<file path="src/verilog/rxsp_pkg.sv">
/*
 * Constants for the receive system-side TDM port: register map,
 * control fields, reset values, frame geometry and clock rates.
 * Assumes a 250 MHz system clock.
 */
package rxsp_pkg;

  typedef enum logic [1:0] {
    RXSP_MASTER,
    RXSP_SLAVE,
    RXSP_MUX
  } rxsp_mode_t;

  // Register offsets
  localparam logic [7:0]  CTRL_OFS        = 8'h00;
  localparam logic [7:0]  FPINV_OFS       = 8'h04;
  localparam logic [7:0]  SEEN_OFS        = 8'h08;

  // Control fields
  localparam int          CTRL_MODE_LSB   = 0;
  localparam int          CTRL_E1_BIT     = 2;
  localparam int          CTRL_SHARED_BIT = 3;
  localparam int          CTRL_FPSEL_LSB  = 4;
  localparam int          CTRL_DBL_BIT    = 6;

  // Reset values
  localparam logic [31:0] CTRL_RST        = 32'h0000_0000;
  localparam logic [7:0]  FPINV_RST       = 8'h00;

  // E1 frame pulse choices
  localparam logic [1:0]  FPSEL_BASIC     = 2'h0;
  localparam logic [1:0]  FPSEL_CRC_MF    = 2'h1;
  localparam logic [1:0]  FPSEL_SIG_MF    = 2'h2;
  localparam logic [1:0]  FPSEL_TS_OH     = 2'h3;
  localparam logic [4:0]  TS_ONE          = 5'h01;
  localparam logic [4:0]  TS_SIXTEEN      = 5'h10;

  // Frame geometry
  localparam logic [7:0]  T1_LAST_BIT     = 8'hC0;
  localparam logic [7:0]  E1_LAST_BIT     = 8'hFF;
  localparam logic [4:0]  T1_LAST_FRAME   = 5'h17;
  localparam logic [4:0]  E1_LAST_FRAME   = 5'h0F;

  // Master clock synthesis
  localparam longint      SYS_HZ          = 250000000;
  localparam longint      T1_HZ           = 1544000;
  localparam longint      E1_HZ           = 2048000;
  localparam logic [31:0] T1_INC = 32'((2 * T1_HZ * (longint'(1) << 32)) / SYS_HZ);
  localparam logic [31:0] E1_INC = 32'((2 * E1_HZ * (longint'(1) << 32)) / SYS_HZ);

endpackage

</file>
<file path="src/verilog/rxsp_lane_if.sv">
/*
 * Per-link carrier between the port controller and one lane.
 * Assumes both ends run on the system clock.
 */
`timescale 1ns/1ns
interface rxsp_lane_if;
  logic       step;
  logic       restart;
  logic       e1;
  logic [1:0] fpsel;
  logic [7:0] cdata;
  logic [3:0] csig;
  logic       d;
  logic       s;
  logic       fp;
  logic       take;

  modport lane (input step, restart, e1, fpsel, cdata, csig,
                output d, s, fp, take);
  modport ctrl (output step, restart, e1, fpsel, cdata, csig,
                input d, s, fp, take);
endinterface

</file>
<file path="src/verilog/rxsp_top.sv">
/*
 * Receive system-side TDM port for eight links: per-link data,
 * signaling, frame pulse and clock in master, slave or multiplexed
 * mode, with an APB register slave. Assumes the core presents each
 * link's next channel byte and nibble and advances on core_take_o.
 */
`timescale 1ns/1ns
module rxsp_top (
  // Clock and reset
  input  wire logic             sys_clk_i,
  input  wire logic             rst_i,
  // APB slave
  input  wire logic             psel_i,
  input  wire logic             penable_i,
  input  wire logic             pwrite_i,
  input  wire logic [7:0]       paddr_i,
  input  wire logic [31:0]      pwdata_i,
  output logic      [31:0]      prdata_o,
  output logic                  pready_o,
  output logic                  pslverr_o,
  // Core side
  input  wire logic [7:0][7:0]  core_data_i,
  input  wire logic [7:0][3:0]  core_sig_i,
  input  wire logic [7:0]       core_gap_i,
  output logic      [7:0]       core_take_o,
  // Per-link system pins
  input  wire logic [7:0]       rx_sys_clk_i,
  output logic      [7:0]       rx_sys_clk_o,
  output logic      [7:0]       rx_sys_clk_oe_n_o,
  input  wire logic [7:0]       rx_frame_pulse_i,
  output logic      [7:0]       rx_frame_pulse_o,
  output logic      [7:0]       rx_frame_pulse_oe_n_o,
  output logic      [7:0]       rx_sys_data_o,
  output logic      [7:0]       rx_sig_out_o,
  // Multiplexed pins
  input  wire logic             mux_rx_sys_clk_i,
  input  wire logic             mux_rx_frame_pulse_i,
  output logic      [1:0]       mux_rx_data_primary_o,
  output logic      [1:0]       mux_rx_data_backup_o,
  output logic      [1:0]       mux_rx_sig_primary_o,
  output logic      [1:0]       mux_rx_sig_backup_o
);

  typedef struct packed {
    rxsp_pkg::rxsp_mode_t mode;
    logic                 e1;
    logic                 shared;
    logic [1:0]           fpsel;
    logic                 dbl;
    logic [7:0]           inv;
    logic [7:0]           seen;
    logic                 pready;
    logic                 pslverr;
    logic [31:0]          prdata;
    logic [7:0]           ck1;
    logic [7:0]           ck2;
    logic [7:0]           ck3;
    logic [7:0]           fp1;
    logic [7:0]           fp2;
    logic [7:0]           half;
    logic [7:0]           mck;
    logic                 mc1;
    logic                 mc2;
    logic                 mc3;
    logic                 mf1;
    logic                 mf2;
    logic                 mhalf;
    logic [31:0]          acc;
    logic [4:0]           mcnt;
    logic [1:0]           sel;
    logic [7:0]           dat;
    logic [7:0]           sig;
    logic [7:0]           fpo;
    logic [7:0]           take;
    logic [1:0]           mdat;
    logic [1:0]           msig;
    logic                 oe_n;
  } rxsp_top_st_t;

  rxsp_top_st_t q;
  rxsp_top_st_t n;
  logic [7:0]   step;
  logic [7:0]   restart;
  logic [7:0]   edge_s;
  logic [32:0]  sum;
  logic         medge;
  logic         mstep;
  logic         mfp;
  logic [1:0]   slot;
  logic         acc_req;
  logic         commit;
  logic         is_master;
  logic [7:0]   lane_d;
  logic [7:0]   lane_s;
  logic [7:0]   lane_fp;
  logic [7:0]   lane_take;

  function automatic logic [31:0] ctrl_word(input rxsp_top_st_t st);
    logic [31:0] w;
    w = 32'h0000_0000;
    w[rxsp_pkg::CTRL_MODE_LSB +: 2]  = st.mode;
    w[rxsp_pkg::CTRL_E1_BIT]         = st.e1;
    w[rxsp_pkg::CTRL_SHARED_BIT]     = st.shared;
    w[rxsp_pkg::CTRL_FPSEL_LSB +: 2] = st.fpsel;
    w[rxsp_pkg::CTRL_DBL_BIT]        = st.dbl;
    return w;
  endfunction

  ////////////////////////////////////////////////////////////////////
  always_comb begin
    n         = q;
    step      = 8'h00;
    restart   = 8'h00;
    is_master = (q.mode != rxsp_pkg::RXSP_SLAVE) && (q.mode != rxsp_pkg::RXSP_MUX);
    // Clock pins pass three flops, frame pulses two; edge logic reads only the second and third
    n.ck1  = rx_sys_clk_i;
    n.ck2  = q.ck1;
    n.ck3  = q.ck2;
    n.fp1  = rx_frame_pulse_i;
    n.fp2  = q.fp1;
    n.mc1  = mux_rx_sys_clk_i;
    n.mc2  = q.mc1;
    n.mc3  = q.mc2;
    n.mf1  = mux_rx_frame_pulse_i;
    n.mf2  = q.mf1;
    edge_s = q.ck2 & ~q.ck3;
    medge  = q.mc2 && !q.mc3;
    // Fractional divider: jitter of one system clock is the trade-off
    sum    = {1'b0, q.acc} + {1'b0, (q.e1 ? rxsp_pkg::E1_INC : rxsp_pkg::T1_INC)};
    n.acc  = sum[31:0];
    // 16.384 MHz mux clock carries one bit every second edge
    mstep  = medge && (!q.dbl || q.mhalf);
    mfp    = q.mf2 ^ q.inv[0];
    slot   = mfp ? 2'h0 : q.mcnt[4:3];
    if (medge) begin
      n.mhalf = !q.mhalf;
    end

    for (int i = 0; i < 8; i++) begin
      if (is_master) begin
        if (sum[32] && !(core_gap_i[i] && !q.mck[i])) begin
          n.mck[i] = !q.mck[i];
          step[i]  = !q.mck[i];
        end
      end else if (q.mode == rxsp_pkg::RXSP_SLAVE) begin
        if (edge_s[q.shared ? 0 : i]) begin
          n.half[i] = !q.half[i];
          step[i]   = !q.dbl || q.half[i];
        end
        // sampled on active edge, polarity per link
        restart[i] = step[i] && (q.fp2[i] ^ q.inv[i]);
      end else begin
        step[i]    = mstep && (2'(i) == slot);
        restart[i] = mstep && mfp;
      end
    end
    if (mstep) begin
      n.mcnt = mfp ? 5'h01 : q.mcnt + 5'h01;
      n.sel  = slot;
    end

    // Pins
    n.dat  = lane_d;
    n.sig  = lane_s;
    n.take = lane_take;
    n.fpo  = lane_fp ^ q.inv;
    n.mdat = {lane_d[{1'b1, q.sel}], lane_d[{1'b0, q.sel}]};
    n.msig = {lane_s[{1'b1, q.sel}], lane_s[{1'b0, q.sel}]};

    // APB: pready one cycle into access, write at the sampling edge
    acc_req   = psel_i && penable_i && !q.pready;
    commit    = psel_i && penable_i && q.pready && pwrite_i;
    n.pready  = acc_req;
    n.pslverr = 1'b0;
    n.prdata  = 32'h0000_0000;
    if (acc_req) begin
      if (paddr_i == rxsp_pkg::CTRL_OFS) begin
        n.prdata = ctrl_word(q);
      end else if (paddr_i == rxsp_pkg::FPINV_OFS) begin
        n.prdata = {24'h00_0000, q.inv};
      end else if (paddr_i == rxsp_pkg::SEEN_OFS) begin
        n.prdata = {24'h00_0000, q.seen};
      end else begin
        n.pslverr = 1'b1;
      end
    end
    if (commit) begin
      if (paddr_i == rxsp_pkg::CTRL_OFS) begin
        n.mode   = rxsp_pkg::rxsp_mode_t'(pwdata_i[rxsp_pkg::CTRL_MODE_LSB +: 2]);
        n.e1     = pwdata_i[rxsp_pkg::CTRL_E1_BIT];
        n.shared = pwdata_i[rxsp_pkg::CTRL_SHARED_BIT];
        n.fpsel  = pwdata_i[rxsp_pkg::CTRL_FPSEL_LSB +: 2];
        n.dbl    = pwdata_i[rxsp_pkg::CTRL_DBL_BIT];
      end else if (paddr_i == rxsp_pkg::FPINV_OFS) begin
        n.inv = pwdata_i[7:0];
      end else if (paddr_i == rxsp_pkg::SEEN_OFS) begin
        n.seen = q.seen & ~pwdata_i[7:0];
      end
    end
    // Far side owns the clock and frame pulse pins outside master mode
    n.oe_n = (n.mode == rxsp_pkg::RXSP_SLAVE) || (n.mode == rxsp_pkg::RXSP_MUX);
    // New alignment beats a clear in the same cycle
    n.seen = n.seen | restart;
  end

  always_ff @(posedge sys_clk_i or posedge rst_i) begin
    if (rst_i) begin
      q        <= '0;
      q.mode   <= rxsp_pkg::rxsp_mode_t'(rxsp_pkg::CTRL_RST[rxsp_pkg::CTRL_MODE_LSB +: 2]);
      q.e1     <= rxsp_pkg::CTRL_RST[rxsp_pkg::CTRL_E1_BIT];
      q.shared <= rxsp_pkg::CTRL_RST[rxsp_pkg::CTRL_SHARED_BIT];
      q.fpsel  <= rxsp_pkg::CTRL_RST[rxsp_pkg::CTRL_FPSEL_LSB +: 2];
      q.dbl    <= rxsp_pkg::CTRL_RST[rxsp_pkg::CTRL_DBL_BIT];
      q.inv    <= rxsp_pkg::FPINV_RST;
    end else begin
      q <= n;
    end
  end

  ////////////////////////////////////////////////////////////////////
  for (genvar g = 0; g < 8; g++) begin : g_lane
    rxsp_lane_if lif ();
    assign lif.step    = step[g];
    assign lif.restart = restart[g];
    assign lif.e1      = q.e1 || (q.mode == rxsp_pkg::RXSP_MUX);
    assign lif.fpsel   = q.fpsel;
    assign lif.cdata   = core_data_i[g];
    assign lif.csig    = core_sig_i[g];
    assign lane_d[g]    = lif.d;
    assign lane_s[g]    = lif.s;
    assign lane_fp[g]   = lif.fp;
    assign lane_take[g] = lif.take;
    rxsp_lane u_lane (
      .sys_clk_i (sys_clk_i),
      .rst_i     (rst_i),
      .lane_io   (lif.lane)
    );
  end

  assign prdata_o              = q.prdata;
  assign pready_o              = q.pready;
  assign pslverr_o             = q.pslverr;
  assign core_take_o           = q.take;
  assign rx_sys_clk_o          = q.mck;
  assign rx_sys_clk_oe_n_o     = {8{q.oe_n}};
  assign rx_frame_pulse_o      = q.fpo;
  assign rx_frame_pulse_oe_n_o = {8{q.oe_n}};
  assign rx_sys_data_o         = q.dat;
  assign rx_sig_out_o          = q.sig;
  assign mux_rx_data_primary_o = q.mdat;
  assign mux_rx_data_backup_o  = q.mdat;
  assign mux_rx_sig_primary_o  = q.msig;
  assign mux_rx_sig_backup_o   = q.msig;

  ////////////////////////////////////////////////////////////////////
  backup_sig_a: assert property (
    @(posedge sys_clk_i) disable iff (rst_i)
    mux_rx_sig_backup_o == mux_rx_sig_primary_o)
    else $error("backup signaling differs from primary");

  gap_hold_a: assert property (
    @(posedge sys_clk_i) disable iff (rst_i)
    (is_master && core_gap_i[0] && !rx_sys_clk_o[0]) |=> !rx_sys_clk_o[0])
    else $error("master clock edge during gap");

  data_edge_a: assert property (
    @(posedge sys_clk_i) disable iff (rst_i)
    ($changed(rx_sys_data_o[0]) && $past(is_master, 3) && $past(is_master, 2))
    |-> ($past(rx_sys_clk_o[0], 1) && !$past(rx_sys_clk_o[0], 2)))
    else $error("data changed away from clock edge");

  sig_edge_a: assert property (
    @(posedge sys_clk_i) disable iff (rst_i)
    ($changed(rx_sig_out_o[1]) && $past(is_master, 3) && $past(is_master, 2))
    |-> ($past(rx_sys_clk_o[1], 1) && !$past(rx_sys_clk_o[1], 2)))
    else $error("signaling changed away from clock edge");

  shared_clk_a: assert property (
    @(posedge sys_clk_i) disable iff (rst_i)
    (q.mode == rxsp_pkg::RXSP_SLAVE && q.shared && step[5]) |-> edge_s[0])
    else $error("shared clock not from link one");

  own_clk_a: assert property (
    @(posedge sys_clk_i) disable iff (rst_i)
    (q.mode == rxsp_pkg::RXSP_SLAVE && !q.shared && step[5]) |-> edge_s[5])
    else $error("link stepped by foreign clock");

  mux_slot_a: assert property (
    @(posedge sys_clk_i) disable iff (rst_i)
    (q.mode == rxsp_pkg::RXSP_MUX && (step[2] || step[6]))
    |-> (step[2] && step[6] && slot == 2'h2 && step[1:0] == 2'h0))
    else $error("mux slot carries wrong links");

  fp_pol_a: assert property (
    @(posedge sys_clk_i) disable iff (rst_i)
    (q.mode == rxsp_pkg::RXSP_SLAVE && restart[3]) |-> (step[3] && (q.fp2[3] != q.inv[3])))
    else $error("frame pulse sampled with wrong polarity");

endmodule

</file>
<file path="src/verilog/rxsp_lane.sv">
/*
 * One link lane: frame position, channel serialiser for data and
 * signaling, master frame pulse. Assumes step and restart are
 * one-cycle strobes from the controller on the system clock.
 */
`timescale 1ns/1ns
module rxsp_lane (
  // Clock and reset
  input wire logic  sys_clk_i,
  input wire logic  rst_i,
  // Controller side
  rxsp_lane_if.lane lane_io
);

  typedef struct packed {
    logic [7:0] cnt;
    logic [4:0] frm;
    logic [7:0] dsh;
    logic [7:0] ssh;
    logic       d;
    logic       s;
    logic       fp;
    logic       take;
  } rxsp_lane_st_t;

  rxsp_lane_st_t q;
  rxsp_lane_st_t n;
  logic [7:0]    pos;
  logic [4:0]    fr;
  logic          load;

  ////////////////////////////////////////////////////////////////////
  always_comb begin
    n    = q;
    pos  = lane_io.restart ? 8'h00 : q.cnt;
    fr   = lane_io.restart ? 5'h00 : q.frm;
    // T1 bit 0 is the framing bit, channels follow it
    load = lane_io.e1 ? (pos[2:0] == 3'h0) : (pos != 8'h00 && pos[2:0] == 3'h1);
    n.take = 1'b0;
    if (lane_io.restart) begin
      n.cnt = 8'h00;
      n.frm = 5'h00;
    end
    if (lane_io.step) begin
      n.take = load;
      if (load) begin
        n.d   = lane_io.cdata[7];
        n.dsh = {lane_io.cdata[6:0], 1'b0};
        n.s   = 1'b0;
        n.ssh = {3'h0, lane_io.csig, 1'b0};
      end else if (!lane_io.e1 && pos == 8'h00) begin
        n.d = 1'b0;
        n.s = 1'b0;
      end else begin
        n.d   = q.dsh[7];
        n.dsh = {q.dsh[6:0], 1'b0};
        n.s   = q.ssh[7];
        n.ssh = {q.ssh[6:0], 1'b0};
      end
      if (!lane_io.e1) begin
        n.fp = (pos == 8'h00) && (fr == 5'h00);
      end else begin
        case (lane_io.fpsel)
          rxsp_pkg::FPSEL_BASIC: n.fp = (pos == 8'h00);
          rxsp_pkg::FPSEL_TS_OH: n.fp = (pos[7:3] == rxsp_pkg::TS_ONE)
                                     || (pos[7:3] == rxsp_pkg::TS_SIXTEEN);
          default:               n.fp = (pos == 8'h00) && (fr == 5'h00);
        endcase
      end
      if (pos == (lane_io.e1 ? rxsp_pkg::E1_LAST_BIT : rxsp_pkg::T1_LAST_BIT)) begin
        n.cnt = 8'h00;
        if (fr == (lane_io.e1 ? rxsp_pkg::E1_LAST_FRAME : rxsp_pkg::T1_LAST_FRAME)) begin
          n.frm = 5'h00;
        end else begin
          n.frm = fr + 5'h01;
        end
      end else begin
        n.cnt = pos + 8'h01;
        n.frm = fr;
      end
    end
  end

  always_ff @(posedge sys_clk_i or posedge rst_i) begin
    if (rst_i) begin
      q <= '0;
    end else begin
      q <= n;
    end
  end

  assign lane_io.d    = q.d;
  assign lane_io.s    = q.s;
  assign lane_io.fp   = q.fp;
  assign lane_io.take = q.take;

  ////////////////////////////////////////////////////////////////////
  sig_nibble_a: assert property (
    @(posedge sys_clk_i) disable iff (rst_i)
    (lane_io.step && load) |=> (!q.s && q.take && q.ssh[7:5] == 3'h0))
    else $error("signaling not in lower nibble");

  t1_fp_a: assert property (
    @(posedge sys_clk_i) disable iff (rst_i)
    (lane_io.step && !lane_io.e1 && !lane_io.restart && (q.cnt != 8'h00 || q.frm != 5'h00))
    |=> !q.fp)
    else $error("T1 frame pulse outside multiframe start");

endmodule

</file>
<file path="config.mk">
export PLATFORM = sky130hd
export DESIGN_NAME = rxsp_top
export DESIGN_NICKNAME = d
export VERILOG_FILES = /design/src/verilog/rxsp_pkg.sv /design/src/verilog/rxsp_lane_if.sv /design/src/verilog/rxsp_top.sv /design/src/verilog/rxsp_lane.sv
export SDC_FILE = /design/constraint.sdc
export NUM_CORES = 1
export LEC_CHECK = 0
export ABC_AREA = 1
export BUFFER_PORTS_ARGS = -buffer_cell sky130_fd_sc_hd__buf_2
export CORE_UTILIZATION = 40
export DETAILED_ROUTE_END_ITERATION = 10
export MAX_ROUTING_LAYER = met4
export SKIP_LAST_GASP = 1
export SYNTH_ARGS = -nofsm -noshare
export SYNTH_HDL_FRONTEND = slang
export SYNTH_SLANG_ARGS = --single-unit
</file>
<file path="constraint.sdc">
create_clock -name sys_clk_i -period 15.6 [get_ports sys_clk_i]
set_clock_uncertainty 0.1 [all_clocks]
set_input_delay 0.78 -clock sys_clk_i [delete_from_list [all_inputs] [get_ports sys_clk_i]]
set_output_delay 0.78 -clock sys_clk_i [all_outputs]
set_load 0.01 [all_outputs]
</file>
==> impl_metrics.tcl <==
set metrics [dict create \
    finalCritPeriodShare_pct 32.0 \
    total_power_mw 2.63 \
    antenna_found_initial 2 \
    fmax_mhz 200 \
    synth_xor_area_share_pct 2.86 \
    synth_area_um2 22600 \
    die_y_um 240 \
    arrival_ns 5.41 \
    cp-start-kind "flop" \
    initial_utilization_pct 40.7 \
    fin_util_pct 45.6 \
    vias 19409 \
    cp_max_fo 22 \
    cts_hold_buf 0 \
    relSlewSlack_pct 31.0 \
    cts_buffer_depth 3 \
    fin_crit_ns 4.99 \
    synth_top_area_cell "dfrtp_1" \
    clkTransAtPathRegs_ns 0.06 \
    antenna_left 0 \
    rsz0062_at_grt "false" \
    cts-root-buf "clkbuf_16" \
    timing.hold.ws_ns 0.186 \
    cp.required_ns 16.02 \
    path_class "reg2reg" \
    yosys_warnings 0 \
    cts-resized-gates 0 \
    maxSlewViolCount 0 \
    slowest_stage "a21oi_2" \
    slowest_delay_ns 0.66 \
    synth-edff-count 0 \
    peakVddDrop_mv 0.0770 \
    status "completed" \
    final_layout_size_suffix_gt1_share_pct 12.9 \
    vias_per_cell 5.01 \
    synth_seq_cells 417 \
    overflow 0 \
    ys_seq_area_share_pct 46.1 \
    synth_simple_gate_area_share_pct 31.2 \
    cp_common_cell "nand2_1" \
    fin_cells 3873 \
    area_growth_pct 11.9 \
    place_congestion 0.921 \
    yosys.area.top_type_share_pct 46.1 \
    worst_pin_slew_ns 1.03 \
    grt_pass1_vias 18288 \
    p_leak_nw 13.5 \
    final-hold-violation-count 0 \
    postCtsSetupRepairBufs 0 \
    htreeDepth 2 \
    layout_common_cells "nand2_1 (1008), dfrtp_1 (417), inv_1 (305)" \
    synth_compound_area_share_pct 7.40 \
    drtPass1Iterations 5 \
    grt_max_degree 101 \
    cts_buffers 48 \
    cp-end-kind "flop" \
    wire_per_inst_um 15.1 \
    drt-initial-drc-count 1411 \
    io_pins 265 \
    tritoncts "built" \
    track_usage_pct 21.2 \
    finalSetupViolCount 0 \
    syn_area_per_cell_um2 7.64 \
    final_common_cell "nand2_1" \
    syn_inst 2960 \
    crit_chain "inv_1, ha_1, inv_1, ha_1, o21ai_1, nand2_1, nand2_1, nand2_1, nand3_2, nand2_1, a21oi_2, nand2_1, nand2_1, nand2_1, inv_1, nand3_1, o21ai_1" \
    grt_first_pass_wirelength_mm 94.7 \
    dp_hpwl_mm 41.2 \
    rows 86 \
    synth_top_flop_cell "dfrtp_1" \
    die_x_um 240 \
    synthArstFlopShare_pct 100 \
    synthMuxAreaShare_pct 0 \
    min_path_type "in2reg" \
    pwr_density_cell_nw_per_um2 104 \
    yosysUniqueCellTypes 57 \
    drv_cap 0 \
    synthAdderAreaFrac_pct 1.83 \
    remaining_drc_errors 0 \
    finalWirelength_mm 58.3 \
    num-nets-final 3286 \
    synth_top_family_by_area "simple AND/OR/NAND/NOR gates" \
    clock_latency_ns 0.60 \
    cts.sinks 417 \
    dp_cells 3784 \
    io_buffer_count 216 \
    final.setup.tns_ns 0 \
    core_area_um2 55500 \
    synth_area_leaders "dfrtp_1 (46%), nand2_1 (17%), nand3_1 (5.4%), inv_1 (5.1%), buf_4 (3.7%)" \
    dieArea_um2 57500 \
]
-- cells by family (layout without fill, tap and decap cells) --
kind of cell	count (synthesis)	after routing
AO/OA/AOI/OAI	301	301
XOR/XNOR	74	74
adder cells (fa/ha/maj)	33	33
buffers and inverters	505	645
flip-flops	417	417
other	1	26
AND/OR/NAND/NOR	1629	1629
-- where the power goes --
part	internal [mW]	switching, mW	leakage (nW)
Combinational	0.100	0.171	7.41
Sequential	1.14	0.0399	5.32
Clock	0.706	0.471	0.804
-- synth_stat cells, types with 13 or more instances --
library cell and count:
nand4_1 43, nor2_1 200, nand3_1 245, o22ai_1 15, nand2_1 1008, xnor2_1 14, o21ai_0 117, nand2_2 22
o41ai_1 13, nor3_1 25, nand3b_1 35, a21oi_1 66, clkbuf_1 20, inv_1 306, buf_2 35, ha_1 33
inv_2 27, o21ai_1 54, xor2_1 60, dfrtp_1 417, buf_4 110, nand3_2 15
-- registers in the layout (all words and copies together) (netlist names), 8 cells and up --
signal,count
core_take_o,8
g_lane.u_lane.lane_io.d,8
g_lane.u_lane.lane_io.fp,8
g_lane.u_lane.lane_io.s,8
g_lane.u_lane.lane_io.take,8
g_lane.u_lane.q,216
n,27
prdata_o,8
q,85
rx_frame_pulse_o,8
rx_sig_out_o,8
rx_sys_clk_o,8
rx_sys_data_o,8
-- layer usage --
layer	global-route usage (%)	up-vias	share of wire (%)	wire length [um]
met2	33.3	506	47	27200
met1	28.0	9225	45	26300
met3	3.35	103	5.6	3290
met4	6.77	0	2.5	1490
met5	-	-	0	0
li1	-	9575	-	-
-- stage by stage --
stage                     setup WS, ns  cell area [um^2]
after global placement           10.64             23700
after floorplan                   3.11             22700
after CTS                        10.51             25300
final                            10.61             25300
after global routing             10.07             25300
after detailed placement         10.51             23700
-- area by class of cell --
class | instances | area (um^2)
fill | 5589 | 30200
sequential | 417 | 10400
multi-input combinational | 2061 | 9890
clock buffer | 66 | 1390
inverter | 334 | 1260
timing repair buffer | 224 | 1140
tap | 748 | 936
clock inverter | 21 | 255
antenna | 2 | 5.00
-- worst max-delay path, delay by kind of cell (launching register included) --
kind | cells | cell delay [ns]
buffers and inverters | 3 | 0.80
AND/OR/NAND/NOR | 9 | 2.01
AO/OA/AOI/OAI | 3 | 0.97
flip-flops | 1 | 0.62
adder cells (fa/ha/maj) | 2 | 0.40
-- worst paths after layout --
path                                               startpoint                endpoint  slack, ns  cells past startpoint
worst max-delay path                                   q[192]  g_lane[1].u_lane.q[13]      10.61                     17
worst min-delay path                          rx_sys_clk_i[1]                  n[123]       0.19                      1
worst max register to register                         q[192]  g_lane[1].u_lane.q[13]      10.61                     17
worst min register to register  g_lane[7].u_lane.lane_io.take          core_take_o[7]       0.25                      0
max in group asynchronous                               rst_i  g_lane[6].u_lane.q[15]      13.08                      4
min in group asynchronous                               rst_i          core_take_o[0]       0.20                      2
Note: power is estimated with default switching activity, not from simulation.
